### config.mk
export PLATFORM = sky130hd
export DESIGN_NAME = tcpcm_timer
export DESIGN_NICKNAME = d
export VERILOG_FILES = /design/src/inc/tcpcm_pkg.sv /design/src/rtl/tcpcm_timer.sv /design/src/rtl/tcpcm_prescaler.sv
export VERILOG_INCLUDE_DIRS = /design/src /design/src/inc
export SDC_FILE = /design/constraint.sdc
export NUM_CORES = 1
export LEC_CHECK = 0
export ABC_AREA = 1
export BUFFER_PORTS_ARGS = -buffer_cell sky130_fd_sc_hd__buf_2
export CAP_MARGIN = 20
export CORE_MARGIN = 4
export CORE_UTILIZATION = 50
export CTS_BUF_LIST = sky130_fd_sc_hd__clkbuf_4 sky130_fd_sc_hd__clkbuf_8 sky130_fd_sc_hd__clkbuf_16
export CTS_CLUSTER_SIZE = 8
export DETAILED_ROUTE_END_ITERATION = 8
export PLACE_DENSITY = 0.68
export REMOVE_ABC_BUFFERS = 1
export SYNTH_ARGS = -nofsm -noshare
export SYNTH_HDL_FRONTEND = slang
export SYNTH_SLANG_ARGS = --single-unit
### constraint.sdc
create_clock -name clk_sys -period 4.16 [get_ports clk_sys]
set_clock_uncertainty 0.05 [all_clocks]
set_input_delay 0.208 -clock clk_sys [delete_from_list [all_inputs] [get_ports clk_sys]]
set_output_delay 0.208 -clock clk_sys [all_outputs]
set_load 0.05 [all_outputs]
### src/inc/tcpcm_defines.svh
`ifndef TCPCM_DEFINES_SVH
`define TCPCM_DEFINES_SVH

// register byte addresses
`define TCPCM_ADDR_CTRL    8'h00
`define TCPCM_ADDR_CNTH    8'h04
`define TCPCM_ADDR_CNTL    8'h08
`define TCPCM_ADDR_RLDH    8'h0c
`define TCPCM_ADDR_RLDL    8'h10
`define TCPCM_ADDR_MCAPH   8'h14
`define TCPCM_ADDR_MCAPL   8'h18
`define TCPCM_ADDR_STATUS  8'h1c

// control register fields
`define TCPCM_CTRL_EN      7
`define TCPCM_CTRL_POL     6
`define TCPCM_CTRL_PRE_HI  5
`define TCPCM_CTRL_PRE_LO  3
`define TCPCM_CTRL_OE      2
`define TCPCM_CTRL_MODE_HI 1
`define TCPCM_CTRL_MODE_LO 0

// status register fields
`define TCPCM_STAT_RLD     0
`define TCPCM_STAT_CAP     1
`define TCPCM_STAT_CMP     2
`define TCPCM_STAT_OUT     3

// reset values
`define TCPCM_RST_CTRL     8'h00
`define TCPCM_RST_CNT      16'h0000
`define TCPCM_RST_RLD      16'hffff
`define TCPCM_RST_MCAP     16'h0000
`define TCPCM_RESTART      16'h0001
`define TCPCM_WRAP         16'h0000

`endif

### src/inc/tcpcm_pkg.sv
package tcpcm_pkg;

    typedef enum logic [1:0] {
        TCPCM_COUNTER,
        TCPCM_PWM,
        TCPCM_CAPTURE,
        TCPCM_COMPARE
    } tcpcm_mode_type;

endpackage

### src/rtl/tcpcm_timer.sv
// Implementation choices: the Wishbone interface to the registers and the register offsets.
`timescale 1ns/1ns
`include "tcpcm_defines.svh"

module tcpcm_timer (
    // clock and reset
    input  wire logic        clk_sys,
    input  wire logic        reset_n,
    // wishbone slave
    input  wire logic        wb_cyc_i,
    input  wire logic        wb_stb_i,
    input  wire logic        wb_we_i,
    input  wire logic [7:0]  wb_adr_i,
    input  wire logic [3:0]  wb_sel_i,
    input  wire logic [31:0] wb_dat_i,
    output logic      [31:0] wb_dat_o,
    output logic             wb_ack_o,
    // timer pins
    input  wire logic        timer_in,
    output logic             timer_out,
    output logic             timer_event
);
    // ==========================================
    // reset release
    logic rst_s1_q;
    logic rst_n_q;

    always_ff @(posedge clk_sys or negedge reset_n) begin
        if (!reset_n) begin
            rst_s1_q <= 1'b0;
            rst_n_q  <= 1'b0;
        end else begin
            rst_s1_q <= 1'b1;
            rst_n_q  <= rst_s1_q;
        end
    end

    // ==========================================
    // registers and decode
    logic [7:0]  ctrl_q;
    logic [15:0] count_q;
    logic [15:0] reload_q;
    logic [7:0]  reload_hold_q;
    logic [15:0] mcap_q;
    logic [7:0]  low_hold_q;
    logic [2:0]  sticky_q;
    logic        out_q;

    tcpcm_pkg::tcpcm_mode_type mode;
    logic enabled;
    logic pol;
    logic oe;
    logic req;
    logic wr;
    logic rd;
    logic lane0;

    assign mode    = tcpcm_pkg::tcpcm_mode_type'(ctrl_q[`TCPCM_CTRL_MODE_HI:`TCPCM_CTRL_MODE_LO]);
    assign enabled = ctrl_q[`TCPCM_CTRL_EN];
    assign pol     = ctrl_q[`TCPCM_CTRL_POL];
    assign oe      = ctrl_q[`TCPCM_CTRL_OE];
    assign req     = wb_cyc_i && wb_stb_i && !wb_ack_o;
    assign lane0   = wb_sel_i[0];
    assign wr      = req && wb_we_i && lane0;
    assign rd      = req && !wb_we_i;

    // ==========================================
    // input synchroniser and edge detect
    logic in_s1_q;
    logic in_s2_q;
    logic in_s3_q;
    logic edge_hit;

    always_ff @(posedge clk_sys or negedge rst_n_q) begin
        if (!rst_n_q) begin
            in_s1_q <= 1'b0;
            in_s2_q <= 1'b0;
            in_s3_q <= 1'b0;
        end else begin
            in_s1_q <= timer_in;
            in_s2_q <= in_s1_q;
            in_s3_q <= in_s2_q;
        end
    end

    // rising when pol is 1, falling when pol is 0
    assign edge_hit = pol ? (in_s2_q && !in_s3_q)
                          : (!in_s2_q && in_s3_q);

    // ==========================================
    // count step
    logic tick;
    logic step;

    tcpcm_prescaler #(
        .WIDTH(7)
    ) tcpcm_prescaler_inst (
        .clk_sys(clk_sys),
        .rst_n  (rst_n_q),
        .run    (enabled && mode != tcpcm_pkg::TCPCM_COUNTER),
        .sel    (ctrl_q[`TCPCM_CTRL_PRE_HI:`TCPCM_CTRL_PRE_LO]),
        .tick   (tick)
    );

    // counter mode ignores the prescaler entirely
    assign step = enabled && ((mode == tcpcm_pkg::TCPCM_COUNTER) ? edge_hit : tick);

    logic at_reload;
    logic at_match;
    logic do_restart;
    logic capture;

    assign at_reload  = step && (count_q == reload_q);
    assign at_match   = step && (count_q == mcap_q);
    assign do_restart = at_reload && (mode == tcpcm_pkg::TCPCM_COUNTER
                                      || mode == tcpcm_pkg::TCPCM_PWM);
    assign capture    = enabled && (mode == tcpcm_pkg::TCPCM_CAPTURE) && edge_hit;

    // ==========================================
    // counter
    always_ff @(posedge clk_sys or negedge rst_n_q) begin
        if (!rst_n_q) begin
            count_q <= `TCPCM_RST_CNT;
        end else if (wr && wb_adr_i == `TCPCM_ADDR_CNTH) begin
            count_q[15:8] <= wb_dat_i[7:0];
        end else if (wr && wb_adr_i == `TCPCM_ADDR_CNTL) begin
            count_q[7:0] <= wb_dat_i[7:0];
        end else if (do_restart) begin
            // in counter and PWM modes later passes start at one, not the written value
            count_q <= `TCPCM_RESTART;
        end else if (step) begin
            // plain increment also wraps ffff to 0000 and
            count_q <= count_q + 16'h0001;
        end
    end

    // ==========================================
    // reload with high byte staging
    always_ff @(posedge clk_sys or negedge rst_n_q) begin
        if (!rst_n_q) begin
            reload_q      <= `TCPCM_RST_RLD;
            reload_hold_q <= 8'(`TCPCM_RST_RLD >> 8);
        end else if (wr && wb_adr_i == `TCPCM_ADDR_RLDH) begin
            reload_hold_q <= wb_dat_i[7:0];
        end else if (wr && wb_adr_i == `TCPCM_ADDR_RLDL) begin
            reload_q <= {reload_hold_q, wb_dat_i[7:0]};
        end
    end

    // ==========================================
    // match / capture register
    always_ff @(posedge clk_sys or negedge rst_n_q) begin
        if (!rst_n_q) begin
            mcap_q <= `TCPCM_RST_MCAP;
        end else if (capture) begin
            mcap_q <= count_q;
        end else if (wr && wb_adr_i == `TCPCM_ADDR_MCAPH) begin
            mcap_q[15:8] <= wb_dat_i[7:0];
        end else if (wr && wb_adr_i == `TCPCM_ADDR_MCAPL) begin
            mcap_q[7:0] <= wb_dat_i[7:0];
        end
    end

    // ==========================================
    // control register
    always_ff @(posedge clk_sys or negedge rst_n_q) begin
        if (!rst_n_q) begin
            ctrl_q <= `TCPCM_RST_CTRL;
        end else if (wr && wb_adr_i == `TCPCM_ADDR_CTRL) begin
            ctrl_q <= wb_dat_i[7:0];
        end
    end

    // ==========================================
    // timer output
    always_ff @(posedge clk_sys or negedge rst_n_q) begin
        if (!rst_n_q) begin
            out_q <= 1'b0;
        end else if (!enabled) begin
            // idle level follows polarity while stopped, output enable or not
            out_q <= pol;
        end else begin
            unique case (mode)
                tcpcm_pkg::TCPCM_COUNTER: begin
                    if (at_reload && oe) out_q <= !out_q;
                end
                tcpcm_pkg::TCPCM_PWM: begin
                    if (at_reload) out_q <= pol;
                    else if (at_match) out_q <= !pol;
                end
                tcpcm_pkg::TCPCM_CAPTURE: begin
                    out_q <= out_q;
                end
                tcpcm_pkg::TCPCM_COMPARE: begin
                    if (at_reload && oe) out_q <= !out_q;
                end
            endcase
        end
    end

    always_ff @(posedge clk_sys or negedge rst_n_q) begin
        if (!rst_n_q) begin
            timer_out <= 1'b0;
        end else begin
            timer_out <= out_q;
        end
    end

    // ==========================================
    // event pulse and sticky cause bits
    always_ff @(posedge clk_sys or negedge rst_n_q) begin
        if (!rst_n_q) begin
            timer_event <= 1'b0;
        end else begin
            timer_event <= at_reload || capture;
        end
    end

    // write one to clear; a new event in the same cycle wins
    always_ff @(posedge clk_sys or negedge rst_n_q) begin
        if (!rst_n_q) begin
            sticky_q <= 3'h0;
        end else begin
            sticky_q <= (sticky_q & ~((wr && wb_adr_i == `TCPCM_ADDR_STATUS)
                                      ? wb_dat_i[2:0] : 3'h0))
                        | {at_reload && mode == tcpcm_pkg::TCPCM_COMPARE,
                           capture,
                           at_reload && mode != tcpcm_pkg::TCPCM_COMPARE};
        end
    end

    // ==========================================
    // bus read path and coherent low-byte hold
    always_ff @(posedge clk_sys or negedge rst_n_q) begin
        if (!rst_n_q) begin
            low_hold_q <= 8'h00;
        end else if (rd && enabled && wb_adr_i == `TCPCM_ADDR_CNTH) begin
            low_hold_q <= count_q[7:0];
        end
    end

    logic [7:0] rd_byte;

    always_comb begin
        unique case (wb_adr_i)
            `TCPCM_ADDR_CTRL:   rd_byte = ctrl_q;
            `TCPCM_ADDR_CNTH:   rd_byte = count_q[15:8];
            `TCPCM_ADDR_CNTL:   rd_byte = enabled ? low_hold_q : count_q[7:0];
            `TCPCM_ADDR_RLDH:   rd_byte = reload_q[15:8];
            `TCPCM_ADDR_RLDL:   rd_byte = reload_q[7:0];
            `TCPCM_ADDR_MCAPH:  rd_byte = mcap_q[15:8];
            `TCPCM_ADDR_MCAPL:  rd_byte = mcap_q[7:0];
            `TCPCM_ADDR_STATUS: rd_byte = {4'h0, out_q, sticky_q};
            default:            rd_byte = 8'h00;
        endcase
    end

    always_ff @(posedge clk_sys or negedge rst_n_q) begin
        if (!rst_n_q) begin
            wb_ack_o <= 1'b0;
            wb_dat_o <= 32'h0000_0000;
        end else begin
            wb_ack_o <= req;
            wb_dat_o <= rd ? {24'h00_0000, rd_byte} : 32'h0000_0000;
        end
    end
endmodule

### src/rtl/tcpcm_prescaler.sv
`timescale 1ns/1ns
`include "tcpcm_defines.svh"

module tcpcm_prescaler #(
    parameter int WIDTH = 7
) (
    // clock and reset
    input  wire logic             clk_sys,
    input  wire logic             rst_n,
    // control
    input  wire logic             run,
    input  wire logic [2:0]       sel,
    // enable out
    output logic                  tick
);
    // ==========================================
    // divide by 2**sel, 1 to 128
    // the select field is three bits wide, so only a seven-bit divider fits it
    if (WIDTH != 7) begin : g_width_check
        $error("prescaler width must be 7");
    end

    logic [WIDTH-1:0] div_q;
    logic [WIDTH-1:0] mask;

    assign mask = WIDTH'((8'h01 << sel) - 8'h01);
    assign tick = run && ((div_q & mask) == mask);

    always_ff @(posedge clk_sys or negedge rst_n) begin
        if (!rst_n) begin
            div_q <= '0;
        end else if (!run) begin
            div_q <= '0;
        end else begin
            div_q <= div_q + WIDTH'(1);
        end
    end
endmodule

# Yosys cells after proc, flatten, opt, wreduce, memory -nomap -nowiden
# Cells that the tools add are included.
# word_totals
regBits,99
out_inout_bits,35
wordCells,119
# op_classes
n_addsub,3
n_eq_ne,19
n_shift,1
n_mux,21
bitwise,6
n_reduce_logical,49
# op_table
operator,count
8-bit 2-to-1 mux,8
8-bit one-hot mux with 8 select lines,1
16-bit 2-to-1 mux,3
16-bit == test,2
8-bit by 5-bit == test with 1-bit output (second input constant),4
1-bit logical AND,28
16-bit by 1-bit adder with 16-bit output (second input constant),1
8-bit by 4-bit == test with 1-bit output (second input constant),2
8-bit by 3-bit == test with 1-bit output (second input constant),1
8-bit zero test,1
2-bit inequality test (second input constant),4
2-bit AND reduction,4
7-bit by 1-bit adder with 7-bit output (second input constant),1
7-bit AND,1
7-bit == test,1
7-bit 2-to-1 mux,1
1-bit by 3-bit left shift with 7-bit output (first input constant),1
7-bit by 1-bit subtractor with 7-bit output (second input constant),1
1-bit zero test,6
1-bit 2-to-1 mux,6
2-bit nonzero test,3
3-bit nonzero test,2
2-bit == test (second input constant),2
4-bit inequality test (second input constant),1
12 further kinds,14

# Depth between registers and ports, before layout
# logic_depth
depth_word,12
ltp_mapped,19
ltp_nobuf,18

# By module
# From an unflattened synthesis, not the netlist that was laid out.
# unflattened
cells_unflattened,748
hier_area_um2,5845.6
# by_module_without_submodules
mod,n_inst,cells_per_inst,area_per_inst_um2
tcpcm_timer,1,699,5466.5
tcpcm_prescaler,1,49,379.1

# Worst setup path after synthesis
# No wires, ideal clock.
# synth_timing
path_type,reg-to-reg
from,reg ctrl_q[4]
to,reg count_q[13]
setup_time_ns,0.124
arrival_ns,1.928
slack_ns,2.058
stages_incl_launch_ff,15
cell_sequence,dfrtp_1 > buf_2 > nor2_1 > nand2_1 > ha_1 > nor2_1 > nor2_1 > nand3_1 > nor2_1 > nand2_2 > a21oi_4 > o211ai_2 > buf_4 > nand3_1 > nand3_1
# synth_between
elab_chain_len,12
word_cells_on_any_way,14
# synth_lines
item,line_no,text
"start, declared",tcpcm_timer.sv:40,logic [7:0] ctrl_q;
"start signal, assigned",tcpcm_timer.sv:168,ctrl_q <= `TCPCM_RST_CTRL;
"start signal, assigned",tcpcm_timer.sv:170,ctrl_q <= wb_dat_i[7:0];
1-bit by 3-bit left shift with 7-bit output (*),tcpcm_prescaler.sv:26,assign mask = WIDTH'((8'h01 << sel) - 8'h01);
7-bit by 1-bit subtractor with 7-bit output (*),tcpcm_prescaler.sv:26,
7-bit AND,tcpcm_prescaler.sv:27,assign tick = run && ((div_q & mask) == mask);
7-bit == test (*),tcpcm_prescaler.sv:27,
1-bit logical AND (*),tcpcm_prescaler.sv:27,
1-bit 2-to-1 mux (*),tcpcm_timer.sv:106,assign step = enabled && ((mode == tcpcm_pkg::TCPCM_COUNTER) ? edge_hit : tick);
1-bit logical AND (*),tcpcm_timer.sv:106,
1-bit logical AND,tcpcm_timer.sv:113,assign at_reload = step && (count_q == reload_q);
1-bit logical AND,tcpcm_timer.sv:115,assign do_restart = at_reload && (mode == tcpcm_pkg::TCPCM_COUNTER
16-bit 2-to-1 mux,tcpcm_timer.sv:128,end else if (do_restart) begin
8-bit 2-to-1 mux,tcpcm_timer.sv:126,end else if (wr && wb_adr_i == `TCPCM_ADDR_CNTL) begin
8-bit 2-to-1 mux,tcpcm_timer.sv:124,end else if (wr && wb_adr_i == `TCPCM_ADDR_CNTH) begin
"end signal, assigned",tcpcm_timer.sv:123,count_q <= `TCPCM_RST_CNT;
"end signal, assigned",tcpcm_timer.sv:125,count_q[15:8] <= wb_dat_i[7:0];
"end signal, assigned",tcpcm_timer.sv:130,count_q <= `TCPCM_RESTART;
"end, declared",tcpcm_timer.sv:41,logic [15:0] count_q;
# Every way passes the cells marked *; elsewhere a longest branch is shown, timed or not. The select of a mux whose other input is x is not followed.
# A chain may end at the register's enable or synchronous reset.

# Worst setup path in the final report
# layout_timing
from,reg ctrl_q[7]
to,reg count_q[14]
# layout_between
elab_chain_len,9
word_cells_on_any_way,11
# layout_lines
item,line_no,text
1-bit logical AND,tcpcm_timer.sv:100,".run (enabled && mode != tcpcm_pkg::TCPCM_COUNTER),"
1-bit logical AND,tcpcm_prescaler.sv:27,
1-bit 2-to-1 mux,tcpcm_timer.sv:106,
1-bit logical AND (*),tcpcm_timer.sv:106,
1-bit logical AND,tcpcm_timer.sv:113,
1-bit logical AND,tcpcm_timer.sv:115,
16-bit 2-to-1 mux,tcpcm_timer.sv:128,
8-bit 2-to-1 mux,tcpcm_timer.sv:126,
8-bit 2-to-1 mux,tcpcm_timer.sv:124,
# Marks and branches as above.

==> impl_metrics.py <==
metrics = {
    "die": {
        "die_y_um": 116,
        "coreArea_mm2": 0.0114,
        "die_x_um": 116,
        "start_util_pct": 51.2,
        "die_area_mm2": 0.0135,
        "pin_count": 85,
        "rows": 39,
    },
    "clocking": {
        "cts_root_buf": "clkbuf_16",
        "hold_buffers": 2,
        "cts_buffers": 9,
        "cts.path.max_buffers": 2,
        "ctsHtreeMaxLevel": 3,
        "post_cts_resize_count": 0,
        "clkSinkCount": 99,
        "cts_setup_buffers": 0,
        "cts_tree": "built",
        "worstSkewPairLatency_ps": 360,
        "clk_pin_slew_worst_paths_ps": 60,
    },
    "setup_path": {
        "required_ps": 4350,
        "crit_type": "reg2reg",
        "crit_fanout": 25,
        "cp.arrival_ps": 2890,
        "worstSetupStartpointType": "flop",
        "end_kind": "flop",
    },
    "logic_synthesis": {
        "yosysWarnings": 0,
        "synth-seq-cells": 99,
        "synth_ff_type": "dfrtp_1",
        "synth_top_area_share_pct": 32.1,
        "synth_area_mm2": 0.00584,
        "async_reset_ff_share_pct": 100,
        "yosysTopAreaCell": "dfrtp_1",
        "synth-edff-count": 0,
        "seq_area_frac_synth_pct": 42.9,
        "avgSynthCellArea_um2": 7.91,
        "synth_area_leaders": "dfrtp_1 (32%), nand2_1 (12%), dfstp_2 (11%), inv_1 (5.3%), o21ai_0 (4.9%)",
        "synth_common_cells": "nand2_1 (186), inv_1 (83), dfrtp_1 (75)",
        "synthMostInstantiatedCell": "nand2_1",
        "yosysUniqueCellTypes": 46,
        "synthCells": 738,
    },
    "power_and_ir_drop": {
        "leakage_nw": 3.01,
        "p_switching_w": 0.000515,
        "power_w": 0.00205,
        "clkPwrFrac_pct": 42.1,
        "powerDensity_mw_per_mm2": 324,
        "peakVddDrop_uv": 326,
        "sw_frac_of_total_pct": 25.1,
        "combPwrFrac_pct": 8.4,
        "pwr-share-seq_pct": 49.5,
        "p_int_w": 0.00153,
    },
    "hold_path": {
        "min_path_type": "in2reg",
    },
    "grt": {
        "antenna_found_initial": 0,
        "grt_pass1_wl_um": 24800,
        "grt_max_degree": 72,
        "globalRouteOverflowTotal": 0,
        "track_usage_pct": 24.5,
        "grt_pass1_vias": 4525,
    },
    "route": {
        "drc_errors": 0,
        "post_drt_wl_per_cell_um": 17.6,
        "wirelength_um": 16000,
        "firstDrtPassIters": 5,
        "antenna_left": 0,
        "num_vias": 4988,
        "via_per_inst": 5.49,
        "dr.first_iter.drc_count": 534,
    },
    "timing": {
        "setup_viol": 0,
        "period_minus_slack_ps": 2700,
        "rsz0062_at_grt": "false",
        "hold_viol": 0,
        "finalCritPeriodShare_pct": 64.8,
        "worstMarginPinSlew_ps": 946,
        "max_freq_ghz": 0.371,
        "fin_setup_tns_ps": 0,
        "slew_viol_final": 0,
        "slew_headroom_pct": 36.9,
    },
    "run": {
        "max_cap_violations": 0,
    },
    "placed_design": {
        "port_buffers": 33,
        "post-dp-hpwl_um": 12000,
        "gp_routability_congestion": 0.936,
        "dpl_cell_area_mm2": 0.00599,
    },
    "final_layout": {
        "final_layout_size_suffix_gt1_share_pct": 15.8,
        "area_growth_pct": 8.12,
        "nets": 817,
        "final_cell_area_mm2": 0.00631,
        "n_antenna_cell": 0,
    },
    "run_status": {
        "run_status": "finished, final reports clean",
    },
}
layout make-up:
| class | instances | area, um^2 |
|---|---|---|
| clock buffers | 14 | 269 |
| clock inverters | 2 | 36.3 |
| fillers | 1079 | 5100 |
| inverters | 91 | 347 |
| multi-input cells | 522 | 2770 |
| flip-flops and latches | 99 | 2510 |
| well taps | 143 | 179 |
| repair buffers | 37 | 200 |
layout by cell type (no fill, tap or decap), types with 5 or more instances in the layout:
master     netlist  final
nor2_2           7      7
nand4_1          9      9
inv_1           83     83
a221oi_1        10     10
dfstp_2         24     24
conb_1           2     25
a22oi_1         17     17
clkbuf_16        0      9
ha_1             7      7
xor2_1          16     16
buf_2            7     33
nor2_1          44     44
nand2_1        186    186
nor3_1           9      9
mux2_2           8      8
a21oi_1         25     25
o22ai_1         11     11
xnor2_1         18     18
inv_2            5      5
dfrtp_1         75     74
o21ai_0         57     57
nand3_1         43     43
stage by stage:
| stage | std cells | util, % | hold WS [ps] | setup slack (ps) |
|---|---|---|---|---|
| finish | 908 | 55.3 | 54.4 | 1460 |
| global route | 908 | 55.3 | 64.1 | 1270 |
| CTS | 908 | 55.3 | 55.1 | 1490 |
| detailed placement | 890 | 52.5 | -54.3 | 1510 |
| global placement | 890 | 52.5 | -57.4 | 1520 |
| floorplan | 712 | - | -138 | 1190 |
routing by layer:
| layer | vias to the layer above | wire length, um | GRT usage (%) |
|---|---|---|---|
| li1 | 2396 | - | - |
| met1 | 2341 | 7270 | 36.1 |
| met2 | 230 | 7080 | 36.6 |
| met3 | 21 | 1350 | 5.69 |
| met4 | 0 | 303 | 6.19 |
| met5 | - | 0 | 0 |
registers in the layout, summed over array words and instances (netlist names):
register	cells
wb_dat_o	8
rst_n_q	1
low_hold_q	8
sticky_q	3
in_s3_q	1
reload_hold_q	8
timer_event	1
rst_s1_q	1
wb_ack_o	1
reload_q	16
in_s2_q	1
count_q	16
ctrl_q	8
in_s1_q	1
tcpcm_prescaler_inst.div_q	7
mcap_q	16
out_q	1
timer_out	1
power by group through the flow:
stage | Combinational (W) | Clock (W) | Sequential, W
after floorplan | 0.000120 | 0 | 0.00102
after global placement | 0.000167 | 0 | 0.00103
after detailed placement | 0.000169 | 0 | 0.00103
after CTS | 0.000172 | 0.000879 | 0.00101
after global routing | 0.000188 | 0.000922 | 0.00102
final | 0.000172 | 0.000862 | 0.00101
worst max-delay path, stage by stage (launching register included):
cell and delay [ps]:
dfrtp_1 840, inv_4 130, nor2_4 160, nand2_1 70, nor2_1 80, nand3_1 70
nor2_1 130, nand2_2 90, a21oi_4 220, o211ai_2 370, nand2_1 190, nor2_2 80
nand2_1 70, nand2_1 50
kinds of logic after synthesis:
logic type / synth area share [%]
simple gates: 24.3
buf+inv: 11.1
compound gates: 13.4
flops: 42.9
xor+xnor: 5.10
mux: 1.54
fa+ha+maj: 1.50
other cells: 0.129
final timing paths:
path                           start     endpoint  slack, ps  cells after the start
min reg2reg                 rst_s1_q      rst_n_q        310                      0
max reg2reg                ctrl_q[7]  count_q[14]       1460                     13
min in group asynchronous    reset_n      rst_n_q        120                      2
min                         wb_stb_i     wb_ack_o         50                      3
max in group asynchronous    rst_n_q  reload_q[1]       2660                      1
max                        ctrl_q[7]  count_q[14]       1460                     13
(Power assumes the default switching activity.)
